--- src/pkg/crt_pkg.sv ---
package crt_pkg;

    // Register offsets on the plain register port
    localparam logic [7:0] OFS_RESULT_LOW   = 8'h00;
    localparam logic [7:0] OFS_RESULT_HIGH  = 8'h01;
    localparam logic [7:0] OFS_TRIG_SELECT  = 8'h02;
    localparam logic [7:0] OFS_PIN_DISABLE  = 8'h03;
    localparam logic [7:0] OFS_CTRL_STAT_A  = 8'h04;
    localparam logic [7:0] OFS_CHANNEL_MUX  = 8'h05;

    // Values after reset
    localparam logic [7:0] RST_BYTE         = 8'h00;
    localparam logic [9:0] RST_RESULT       = 10'h000;

    // converter_control_status_a fields
    localparam int CA_ENABLE    = 7;
    localparam int CA_START     = 6;
    localparam int CA_AUTO      = 5;
    localparam int CA_FLAG      = 4;
    localparam int CA_IRQ_EN    = 3;
    localparam int CA_PRESC_LSB = 0;

    // channel_mux_control fields
    localparam int MUX_LEFT_ADJ = 5;
    localparam int MUX_CH_LSB   = 0;

    // conversion_trigger_select fields
    localparam int TS_CMP_MUX   = 6;
    localparam int TS_SRC_LSB   = 0;
    localparam logic [7:0] TS_READ_MASK = 8'h47;

    // Channel codes that select a differential pair
    localparam logic [4:0] DIFF_FIRST = 5'h08;
    localparam logic [4:0] DIFF_LAST  = 5'h1d;

    typedef enum logic [2:0] {
        SRC_FREE_RUN,
        SRC_COMPARATOR,
        SRC_EXT_IRQ0,
        SRC_T0_COMPARE,
        SRC_T0_OVERFLOW,
        SRC_T1_COMPARE_B,
        SRC_T1_OVERFLOW,
        SRC_T1_CAPTURE
    } crt_trig_src_t;

    typedef struct packed {
        logic [7:0] addr;
        logic [7:0] wdata;
        logic       wr;
        logic       rd;
    } crt_bus_req_t;

    typedef struct packed {
        logic       done;
        logic [9:0] value;
    } crt_core_res_t;

endpackage : crt_pkg

--- src/rtl/crt_trig_edge.sv ---
`timescale 1ns/1ps

module crt_trig_edge (
    // Clock and reset
    input  wire logic                   i_ref_clk,
    input  wire logic                   i_sys_rst,
    // Selection
    input  wire crt_pkg::crt_trig_src_t i_src,
    input  wire logic                   i_auto_en,
    // Interrupt flags of the trigger sources, index = source code
    input  wire logic [7:1]             i_flags,
    // Rising edge of the selected flag
    output logic                        o_event
);

    logic level;
    logic prev_level;

    always_comb begin
        unique case (i_src)
            crt_pkg::SRC_FREE_RUN:     level = 1'b0;
            crt_pkg::SRC_COMPARATOR:   level = i_flags[1];
            crt_pkg::SRC_EXT_IRQ0:     level = i_flags[2];
            crt_pkg::SRC_T0_COMPARE:   level = i_flags[3];
            crt_pkg::SRC_T0_OVERFLOW:  level = i_flags[4];
            crt_pkg::SRC_T1_COMPARE_B: level = i_flags[5];
            crt_pkg::SRC_T1_OVERFLOW:  level = i_flags[6];
            crt_pkg::SRC_T1_CAPTURE:   level = i_flags[7];
        endcase
    end

    // Tracking the muxed level makes a switch to a set source look like an edge
    always_ff @(posedge i_ref_clk) begin
        if (i_sys_rst) begin
            prev_level <= 1'b0;
        end else begin
            prev_level <= level;
        end
    end

    assign o_event = i_auto_en && level && !prev_level;

    a_no_auto_event:
    assert property (@(posedge i_ref_clk) disable iff (i_sys_rst)
        !i_auto_en |-> !o_event)
        else $error("trigger event while auto trigger is off");

    a_free_run_quiet:
    assert property (@(posedge i_ref_clk) disable iff (i_sys_rst)
        (i_src == crt_pkg::SRC_FREE_RUN) |-> !o_event)
        else $error("free running selection produced a trigger event");

endmodule : crt_trig_edge

--- src/rtl/crt_result_trigger.sv ---
// The register addresses and strobed register access were chosen for this implementation.
`timescale 1ns/1ps

module crt_result_trigger (
    // Clock and reset
    input  wire logic                   i_ref_clk,
    input  wire logic                   i_sys_rst,
    // Register port
    input  wire crt_pkg::crt_bus_req_t  i_bus,
    output logic [7:0]                  o_rdata,
    // Converter core
    input  wire crt_pkg::crt_core_res_t i_core,
    output logic                        o_conv_start,
    output logic                        o_core_enable,
    output logic [4:0]                  o_channel_sel,
    output logic [2:0]                  o_prescale,
    // Trigger sources and flag handshake
    input  wire logic [7:1]             i_trig_flags,
    input  wire logic                   i_vector_ack,
    output logic                        o_complete_flag,
    output logic                        o_irq_enable,
    output logic                        o_cmp_mux_enable,
    // Analog pins
    input  wire logic [7:0]             i_port_pin,
    output logic [7:0]                  o_input_buffer_off,
    output logic [7:0]                  o_pin_in
);

    typedef enum logic {ST_IDLE, ST_CONV} crt_state_t;

    crt_state_t             state;
    crt_pkg::crt_trig_src_t trig_src;
    logic [7:0]             mux_ctrl;
    logic [7:0]             pin_disable;
    logic [9:0]             result;
    logic                   enable;
    logic                   auto_en;
    logic                   res_diff;
    logic                   lock;
    logic                   free_pend;
    logic                   trig_evt;
    logic [7:0]             next_rdata;
    logic                   next_enable;

    // Decoded strobes, plus the left_adj and ch_diff levels
    logic wr_ctrl;
    logic wr_mux;
    logic wr_trig;
    logic wr_pins;
    logic rd_low;
    logic rd_high;
    logic sw_start;
    logic start_now;
    logic done_acc;
    logic upd;
    logic left_adj;
    logic ch_diff;

    assign wr_ctrl  = i_bus.wr && (i_bus.addr == crt_pkg::OFS_CTRL_STAT_A);
    assign wr_mux   = i_bus.wr && (i_bus.addr == crt_pkg::OFS_CHANNEL_MUX);
    assign wr_trig  = i_bus.wr && (i_bus.addr == crt_pkg::OFS_TRIG_SELECT);
    assign wr_pins  = i_bus.wr && (i_bus.addr == crt_pkg::OFS_PIN_DISABLE);
    assign rd_low   = i_bus.rd && (i_bus.addr == crt_pkg::OFS_RESULT_LOW);
    assign rd_high  = i_bus.rd && (i_bus.addr == crt_pkg::OFS_RESULT_HIGH);
    assign left_adj = mux_ctrl[crt_pkg::MUX_LEFT_ADJ];

    assign ch_diff = (mux_ctrl[4:0] >= crt_pkg::DIFF_FIRST)
                  && (mux_ctrl[4:0] <= crt_pkg::DIFF_LAST);

    // Enable written in the same cycle as a start still counts
    assign next_enable = wr_ctrl ? i_bus.wdata[crt_pkg::CA_ENABLE] : enable;
    assign sw_start    = wr_ctrl && i_bus.wdata[crt_pkg::CA_START];

    // Starts are only taken while idle; a trigger during a conversion is dropped
    assign start_now = (state == ST_IDLE) && next_enable
                    && (sw_start || trig_evt || free_pend);

    assign done_acc = (state == ST_CONV) && enable && i_core.done;
    // A completion beside a low-byte read is dropped, else the pair would tear
    assign upd      = done_acc && !lock && !rd_low;

    crt_trig_edge u_trig_edge (
        .i_ref_clk (i_ref_clk),
        .i_sys_rst (i_sys_rst),
        .i_src     (trig_src),
        .i_auto_en (auto_en),
        .i_flags   (i_trig_flags),
        .o_event   (trig_evt)
    );

    // Control register A
    always_ff @(posedge i_ref_clk) begin
        if (i_sys_rst) begin
            enable       <= 1'b0;
            auto_en      <= 1'b0;
            o_irq_enable <= 1'b0;
            o_prescale   <= 3'h0;
        end else if (wr_ctrl) begin
            enable       <= i_bus.wdata[crt_pkg::CA_ENABLE];
            auto_en      <= i_bus.wdata[crt_pkg::CA_AUTO];
            o_irq_enable <= i_bus.wdata[crt_pkg::CA_IRQ_EN];
            o_prescale   <= i_bus.wdata[crt_pkg::CA_PRESC_LSB +: 3];
        end
    end

    always_ff @(posedge i_ref_clk) begin
        if (i_sys_rst) begin
            o_core_enable <= 1'b0;
        end else begin
            o_core_enable <= next_enable;
        end
    end

    // Channel mux and trigger select
    always_ff @(posedge i_ref_clk) begin
        if (i_sys_rst) begin
            mux_ctrl <= crt_pkg::RST_BYTE;
        end else if (wr_mux) begin
            mux_ctrl <= i_bus.wdata;
        end
    end

    always_ff @(posedge i_ref_clk) begin
        if (i_sys_rst) begin
            trig_src         <= crt_pkg::SRC_FREE_RUN;
            o_cmp_mux_enable <= 1'b0;
        end else if (wr_trig) begin
            trig_src         <= crt_pkg::crt_trig_src_t'(i_bus.wdata[crt_pkg::TS_SRC_LSB +: 3]);
            o_cmp_mux_enable <= i_bus.wdata[crt_pkg::TS_CMP_MUX];
        end
    end

    // Digital input disable
    always_ff @(posedge i_ref_clk) begin
        if (i_sys_rst) begin
            pin_disable <= crt_pkg::RST_BYTE;
        end else if (wr_pins) begin
            pin_disable <= i_bus.wdata;
        end
    end

    always_ff @(posedge i_ref_clk) begin
        if (i_sys_rst) begin
            o_input_buffer_off <= crt_pkg::RST_BYTE;
        end else begin
            o_input_buffer_off <= wr_pins ? i_bus.wdata : pin_disable;
        end
    end

    for (genvar gi = 0; gi < 8; gi++) begin : g_pin
        always_ff @(posedge i_ref_clk) begin
            if (i_sys_rst) begin
                o_pin_in[gi] <= 1'b0;
            end else begin
                o_pin_in[gi] <= i_port_pin[gi] && !pin_disable[gi];
            end
        end
    end

    // Conversion sequencing
    always_ff @(posedge i_ref_clk) begin
        if (i_sys_rst) begin
            state <= ST_IDLE;
        end else begin
            unique case (state)
                ST_IDLE: begin
                    if (start_now) begin
                        state <= ST_CONV;
                    end
                end
                ST_CONV: begin
                    if (!enable || done_acc) begin
                        state <= ST_IDLE;
                    end
                end
            endcase
        end
    end

    always_ff @(posedge i_ref_clk) begin
        if (i_sys_rst) begin
            o_conv_start  <= 1'b0;
            o_channel_sel <= 5'h00;
            res_diff      <= 1'b0;
        end else begin
            o_conv_start <= start_now;
            // Channel changes wait for the next conversion
            if (start_now) begin
                o_channel_sel <= mux_ctrl[4:0];
                res_diff      <= ch_diff;
            end
        end
    end

    // Free running restart is held one cycle so the core sees a clean gap
    always_ff @(posedge i_ref_clk) begin
        if (i_sys_rst) begin
            free_pend <= 1'b0;
        end else if (done_acc && auto_en && (trig_src == crt_pkg::SRC_FREE_RUN)) begin
            free_pend <= 1'b1;
        end else if (start_now || !auto_en || !enable) begin
            free_pend <= 1'b0;
        end
    end

    // Result store; a completion while locked is discarded
    always_ff @(posedge i_ref_clk) begin
        if (i_sys_rst) begin
            result <= crt_pkg::RST_RESULT;
        end else if (upd) begin
            if (res_diff) begin
                result <= {~i_core.value[9], i_core.value[8:0]};
            end else begin
                result <= i_core.value;
            end
        end
    end

    always_ff @(posedge i_ref_clk) begin
        if (i_sys_rst) begin
            lock <= 1'b0;
        end else if (rd_high) begin
            lock <= 1'b0;
        end else if (rd_low) begin
            lock <= 1'b1;
        end
    end

    // Completion flag: a completion in the clearing cycle wins
    always_ff @(posedge i_ref_clk) begin
        if (i_sys_rst) begin
            o_complete_flag <= 1'b0;
        end else if (upd) begin
            o_complete_flag <= 1'b1;
        end else if ((wr_ctrl && i_bus.wdata[crt_pkg::CA_FLAG]) || i_vector_ack) begin
            o_complete_flag <= 1'b0;
        end
    end

    // Read data
    always_comb begin
        next_rdata = 8'h00;
        if (i_bus.rd) begin
            unique case (i_bus.addr)
                crt_pkg::OFS_RESULT_LOW: begin
                    if (left_adj) begin
                        next_rdata = {result[1:0], 6'h00};
                    end else begin
                        next_rdata = result[7:0];
                    end
                end
                crt_pkg::OFS_RESULT_HIGH: begin
                    if (left_adj) begin
                        next_rdata = result[9:2];
                    end else begin
                        next_rdata = {6'h00, result[9:8]};
                    end
                end
                crt_pkg::OFS_TRIG_SELECT: begin
                    next_rdata = {1'b0, o_cmp_mux_enable, 3'h0, trig_src} 
                               & crt_pkg::TS_READ_MASK;
                end
                crt_pkg::OFS_PIN_DISABLE: begin
                    next_rdata = pin_disable;
                end
                crt_pkg::OFS_CTRL_STAT_A: begin
                    next_rdata = {enable, state == ST_CONV, auto_en,
                                  o_complete_flag, o_irq_enable, o_prescale};
                end
                crt_pkg::OFS_CHANNEL_MUX: begin
                    next_rdata = mux_ctrl;
                end
                default: begin
                    next_rdata = 8'h00;
                end
            endcase
        end
    end

    always_ff @(posedge i_ref_clk) begin
        if (i_sys_rst) begin
            o_rdata <= 8'h00;
        end else begin
            o_rdata <= next_rdata;
        end
    end

    a_right_adjust_hi:
    assert property (@(posedge i_ref_clk) disable iff (i_sys_rst)
        rd_high && !left_adj
        |=> (o_rdata[7:2] == 6'h00) && (o_rdata[1:0] == $past(result[9:8])))
        else $error("right adjusted high byte wrong");

    a_left_adjust_lo:
    assert property (@(posedge i_ref_clk) disable iff (i_sys_rst)
        rd_low && left_adj
        |=> (o_rdata[5:0] == 6'h00) && (o_rdata[7:6] == $past(result[1:0])))
        else $error("left adjusted low byte wrong");

    a_diff_twos:
    assert property (@(posedge i_ref_clk) disable iff (i_sys_rst)
        upd && res_diff
        |=> result == {~$past(i_core.value[9]), $past(i_core.value[8:0])})
        else $error("differential result not two's complement");

    a_lock_holds:
    assert property (@(posedge i_ref_clk) disable iff (i_sys_rst)
        (lock || rd_low) |=> $stable(result))
        else $error("result changed while locked");

    a_resv_zero:
    assert property (@(posedge i_ref_clk) disable iff (i_sys_rst)
        i_bus.rd && (i_bus.addr == crt_pkg::OFS_TRIG_SELECT)
        |=> (o_rdata & ~crt_pkg::TS_READ_MASK) == 8'h00)
        else $error("reserved trigger select bits read nonzero");

    a_edge_start:
    assert property (@(posedge i_ref_clk) disable iff (i_sys_rst)
        trig_evt && (state == ST_IDLE) && enable && !wr_ctrl
        |=> o_conv_start ##1 (state == ST_CONV || !enable))
        else $error("trigger edge did not start a conversion");

    a_pin_masked:
    assert property (@(posedge i_ref_clk) disable iff (i_sys_rst)
        1'b1 |=> (o_pin_in & $past(pin_disable)) == 8'h00)
        else $error("disabled pin reads one");

    a_flag_on_update:
    assert property (@(posedge i_ref_clk) disable iff (i_sys_rst)
        upd |=> o_complete_flag && !lock && (result[8:0] == $past(i_core.value[8:0])))
        else $error("completion did not set the flag");

    a_abort_stop:
    assert property (@(posedge i_ref_clk) disable iff (i_sys_rst)
        (state == ST_CONV) && !enable && !wr_ctrl |=> (state == ST_IDLE) && !o_core_enable)
        else $error("disable did not stop the conversion");

    a_free_restart:
    assert property (@(posedge i_ref_clk) disable iff (i_sys_rst)
        free_pend && (state == ST_IDLE) && enable && auto_en && !wr_ctrl
        |=> o_conv_start)
        else $error("free running did not restart");

endmodule : crt_result_trigger

--- config.mk ---
export PLATFORM = sky130hd
export DESIGN_NAME = crt_result_trigger
export DESIGN_NICKNAME = d
export VERILOG_FILES = /design/src/pkg/crt_pkg.sv /design/src/rtl/crt_trig_edge.sv /design/src/rtl/crt_result_trigger.sv
export SDC_FILE = /design/constraint.sdc
export NUM_CORES = 1
export LEC_CHECK = 0
export BUFFER_PORTS_ARGS = -buffer_cell sky130_fd_sc_hd__clkbuf_2
export CAP_MARGIN = 30
export CORE_MARGIN = 1
export CORE_UTILIZATION = 34
export CTS_BUF_LIST = sky130_fd_sc_hd__clkbuf_4
export DETAILED_ROUTE_END_ITERATION = 16
export PLACE_DENSITY = 0.66
export SLEW_MARGIN = 30
export SYNTH_ARGS = -nofsm -noshare
export SYNTH_HDL_FRONTEND = slang
export SYNTH_SLANG_ARGS = --single-unit
--- constraint.sdc ---
create_clock -name i_ref_clk -period 2.6 [get_ports i_ref_clk]
set_clock_uncertainty 0.1 [all_clocks]
set_input_delay 0.13 -clock i_ref_clk [delete_from_list [all_inputs] [get_ports i_ref_clk]]
set_output_delay 0.13 -clock i_ref_clk [all_outputs]
set_load 0.005 [all_outputs]
==> out/metrics.yaml <==
run_status:
  status: "finished clean"
critical_path:
  cp-end-kind: "register"
  rrSetupSlack_ns: 0.52
  crit_family: "multiplexers"
  critical_path_class: "register to register"
  cp_cell_sequence: "mux2i_1 -> mux4_2 -> o21ai_2 -> and2_4 -> nor2b_1"
  crit_fanout: 8
  critPathRequiredTime_ns: 2.86
  path_buf_inv: 0
  cpPeakStageDelay_ns: 0.57
  cp_slowest_cell: "dfxtp_1"
  start_kind: "register"
  r2r_cells: 5
  cp.arrival_ns: 2.34
  r2r-end: "o_conv_start"
  r2r_start: "trig_src[1]"
cells_and_area:
  design_area_um2: 3890
  antenna_cells: 0
  drive_above_1_share_pct: 28.67
  layout_common_cells: "83 x clkbuf_2, 64 x dfxtp_1, 49 x nor2_1"
  layout_commonest_cell: "clkbuf_2"
  finalNetCount: 457
  syn2layout_area_growth_pct: 36.18
die:
  rows: 33
  dieWidth_um: 93.66
  pin_count: 84
  die_height_um: 93.66
  dieArea_um2: 8772
  coreArea_um2: 8175
  start_util_pct: 34.94
flow_run:
  drv_cap: 0
power:
  irDropWorstVdd_uv: 194.9
  p_leak_nw: 1.514
  powerDensity_nw_per_um2: 569.0
synth:
  synth_area_leaders: "dfxtp_1 45%, mux2i_1 15%, nor2_1 6.4%"
  ys_seq_area_share_pct: 44.85
  yosysUniqueCellTypes: 51
  yosys_warnings: 0
  synthesis.nets: 348
  synth.top_cell.area_share_pct: 44.85
  synth.ff_latch_count: 64
  synthCells: 301
  synthFlopType: "dfxtp_1"
  synthArstFlopShare_pct: 0
  yosysTopAreaCell: "dfxtp_1"
  synth_edf_count: 0
  syn-cell-area_um2: 2856
  avgSynthCellArea_um2: 9.490
drt:
  drtAntennaViolNets: 0
  drtIter0Drc: 209
  avgRoutedWirePerCell_um: 15.01
  vias_per_cell: 5.027
  drc: 0
  dr.pass1.iters: 4
  num_vias: 2614
  routed_wl_mm: 7.803
place:
  placed_cell_area_um2: 3356
  place.gp.congestion: 0.9429
  io_buffers: 83
  dpl.hpwl_mm: 5.670
sta:
  post-route-period-util_pct: 79.92
  setup_tns_ns: 0
  period_minus_slack_ns: 2.078
  hold_slack_ns: 0.02846
  tightest_slew_ns: 0.8372
  hold_violations: 0
  rsz0062_at_grt: "false"
  max_clock_freq_ghz: 0.4813
  relSlewSlack_pct: 44.19
  setup-violations-final: 0
  report.final.slew_viol_count: 0
clock_tree:
  cts-root-buf: "clkbuf_4"
  cts-resized-gates: 0
  htree_levels: 3
  cts-buffers-inserted: 9
  path_clk_slew_ns: 0.12
  clkSinkCount: 64
  clockBufferDepth: 2
  cts_tree: "yes"
  clk-insertion-delay-late_ns: 0.42
global_routing:
  grt_pass1_vias: 2427
  grt_pass1_wl_mm: 12.34
  grt_overflow: 0
  antenna_found_initial: 0
  track_usage_pct: 18.68
  grt_max_degree: 63
worst_hold_path:
  hold_start: "i_bus[11]"
  whs_endpoint: "lock"
  whs_path_depth: 4
  hold_path.class: "primary input to register"
cell usage after synthesis (2+ instances only):
master and number:
dfxtp_1 64, nor2_1 49, mux2i_1 44, clkbuf_1 14, nand2_1 14, a21oi_1 11, nand2b_1 10, nor3b_1 10
o21ai_0 6, o21ai_1 6, a22oi_1 5, nand4b_1 5, a211oi_1 4, a31oi_1 4, inv_1 4, nand3_1 4
nand4_1 3, nor2b_1 3, a221oi_1 2, a311oi_1 2, and2_1 2, and4_1 2, buf_2 2, buf_4 2
buf_6 2, o22ai_1 2
stage by stage:
step / util, % / cells / worst slack [ns] / power (mW)
global placement: 40.91 / 474 / 0.3707 / 1.134
finish: 47.58 / 520 / 0.5221 / 2.213
floorplan: - / 301 / 0.8272 / 1.069
CTS: 47.58 / 520 / 0.5375 / 2.237
global route: 47.58 / 520 / 0.4276 / 2.295
detailed placement: 41.05 / 474 / 0.4964 / 1.134
worst max path at each step:
stage / from / endpoint / slack [ns] / cells past startpoint
floorplan: trig_src[1] / o_channel_sel[0] / 0.83 / 6
global placement: o_core_enable / result[1] / 0.37 / 4
detailed placement: i_bus[15] / mux_ctrl[6] / 0.50 / 6
CTS: trig_src[1] / o_conv_start / 0.54 / 5
global route: trig_src[1] / o_conv_start / 0.43 / 5
finish: trig_src[1] / o_conv_start / 0.52 / 5
report_power, final:
part | total [mW] | switching, mW | internal [mW]
registers | 0.990 | 0.00250 | 0.987
logic | 0.158 | 0.0772 | 0.0805
clock network | 1.07 | 0.383 | 0.683
total | 2.21 | 0.462 | 1.75
timing repair:
item / CTS / global route
endpoints found under the hold margin: 50 / 0
hold buffers: 30 / 0
setup buffers: 0 / 0
registers in the layout, summed over array words and instances, names as in the netlist:
register                cells
mux_ctrl                    8
o_prescale                  3
o_irq_enable                1
free_pend                   1
result                     10
lock                        1
o_pin_in                    8
o_core_enable               1
o_cmp_mux_enable            1
o_channel_sel               5
o_rdata                     8
u_trig_edge.prev_level      1
trig_src                    3
state                       1
o_input_buffer_off          8
o_conv_start                1
o_complete_flag             1
res_diff                    1
auto_en                     1
cell type report:
cell class,count,area [µm²]
Clock buffer,9,67.56
Clock inverter,7,166.4
Fill cell,784,4285
Inverter,4,15.01
Multi-Input combinational cell,212,1468
Sequential cell,64,1281
Tap cell,105,131.4
Timing Repair Buffer,119,760.7
worst reg2reg max path: stages, from the launching register on:
cell and delay (ns):
dfxtp_1 0.57, mux2i_1 0.13, mux4_2 0.53, o21ai_2 0.33
and2_4 0.24, nor2b_1 0.12
layer usage:
metal  wire, µm  GRT usage [%]  vias to the layer above
met4        159          8.205                        0
met2       3585          29.66                       93
met1       3621          24.50                     1216
met5          0              0                        -
li1           -              -                     1293
met3        436          3.722                       12
cells by family (layout without fill, tap and decap cells):
family,after synthesis,after routing,synth area share (%)
AND/OR/NAND/NOR,115,115,22.21
multiplexers,46,46,16.60
buffers and inverters,25,139,4.161
flip-flops,64,64,44.85
AO/OA/AOI/OAI,50,50,11.87
XOR/XNOR,1,1,0.3067
(Power assumes the default switching activity.)
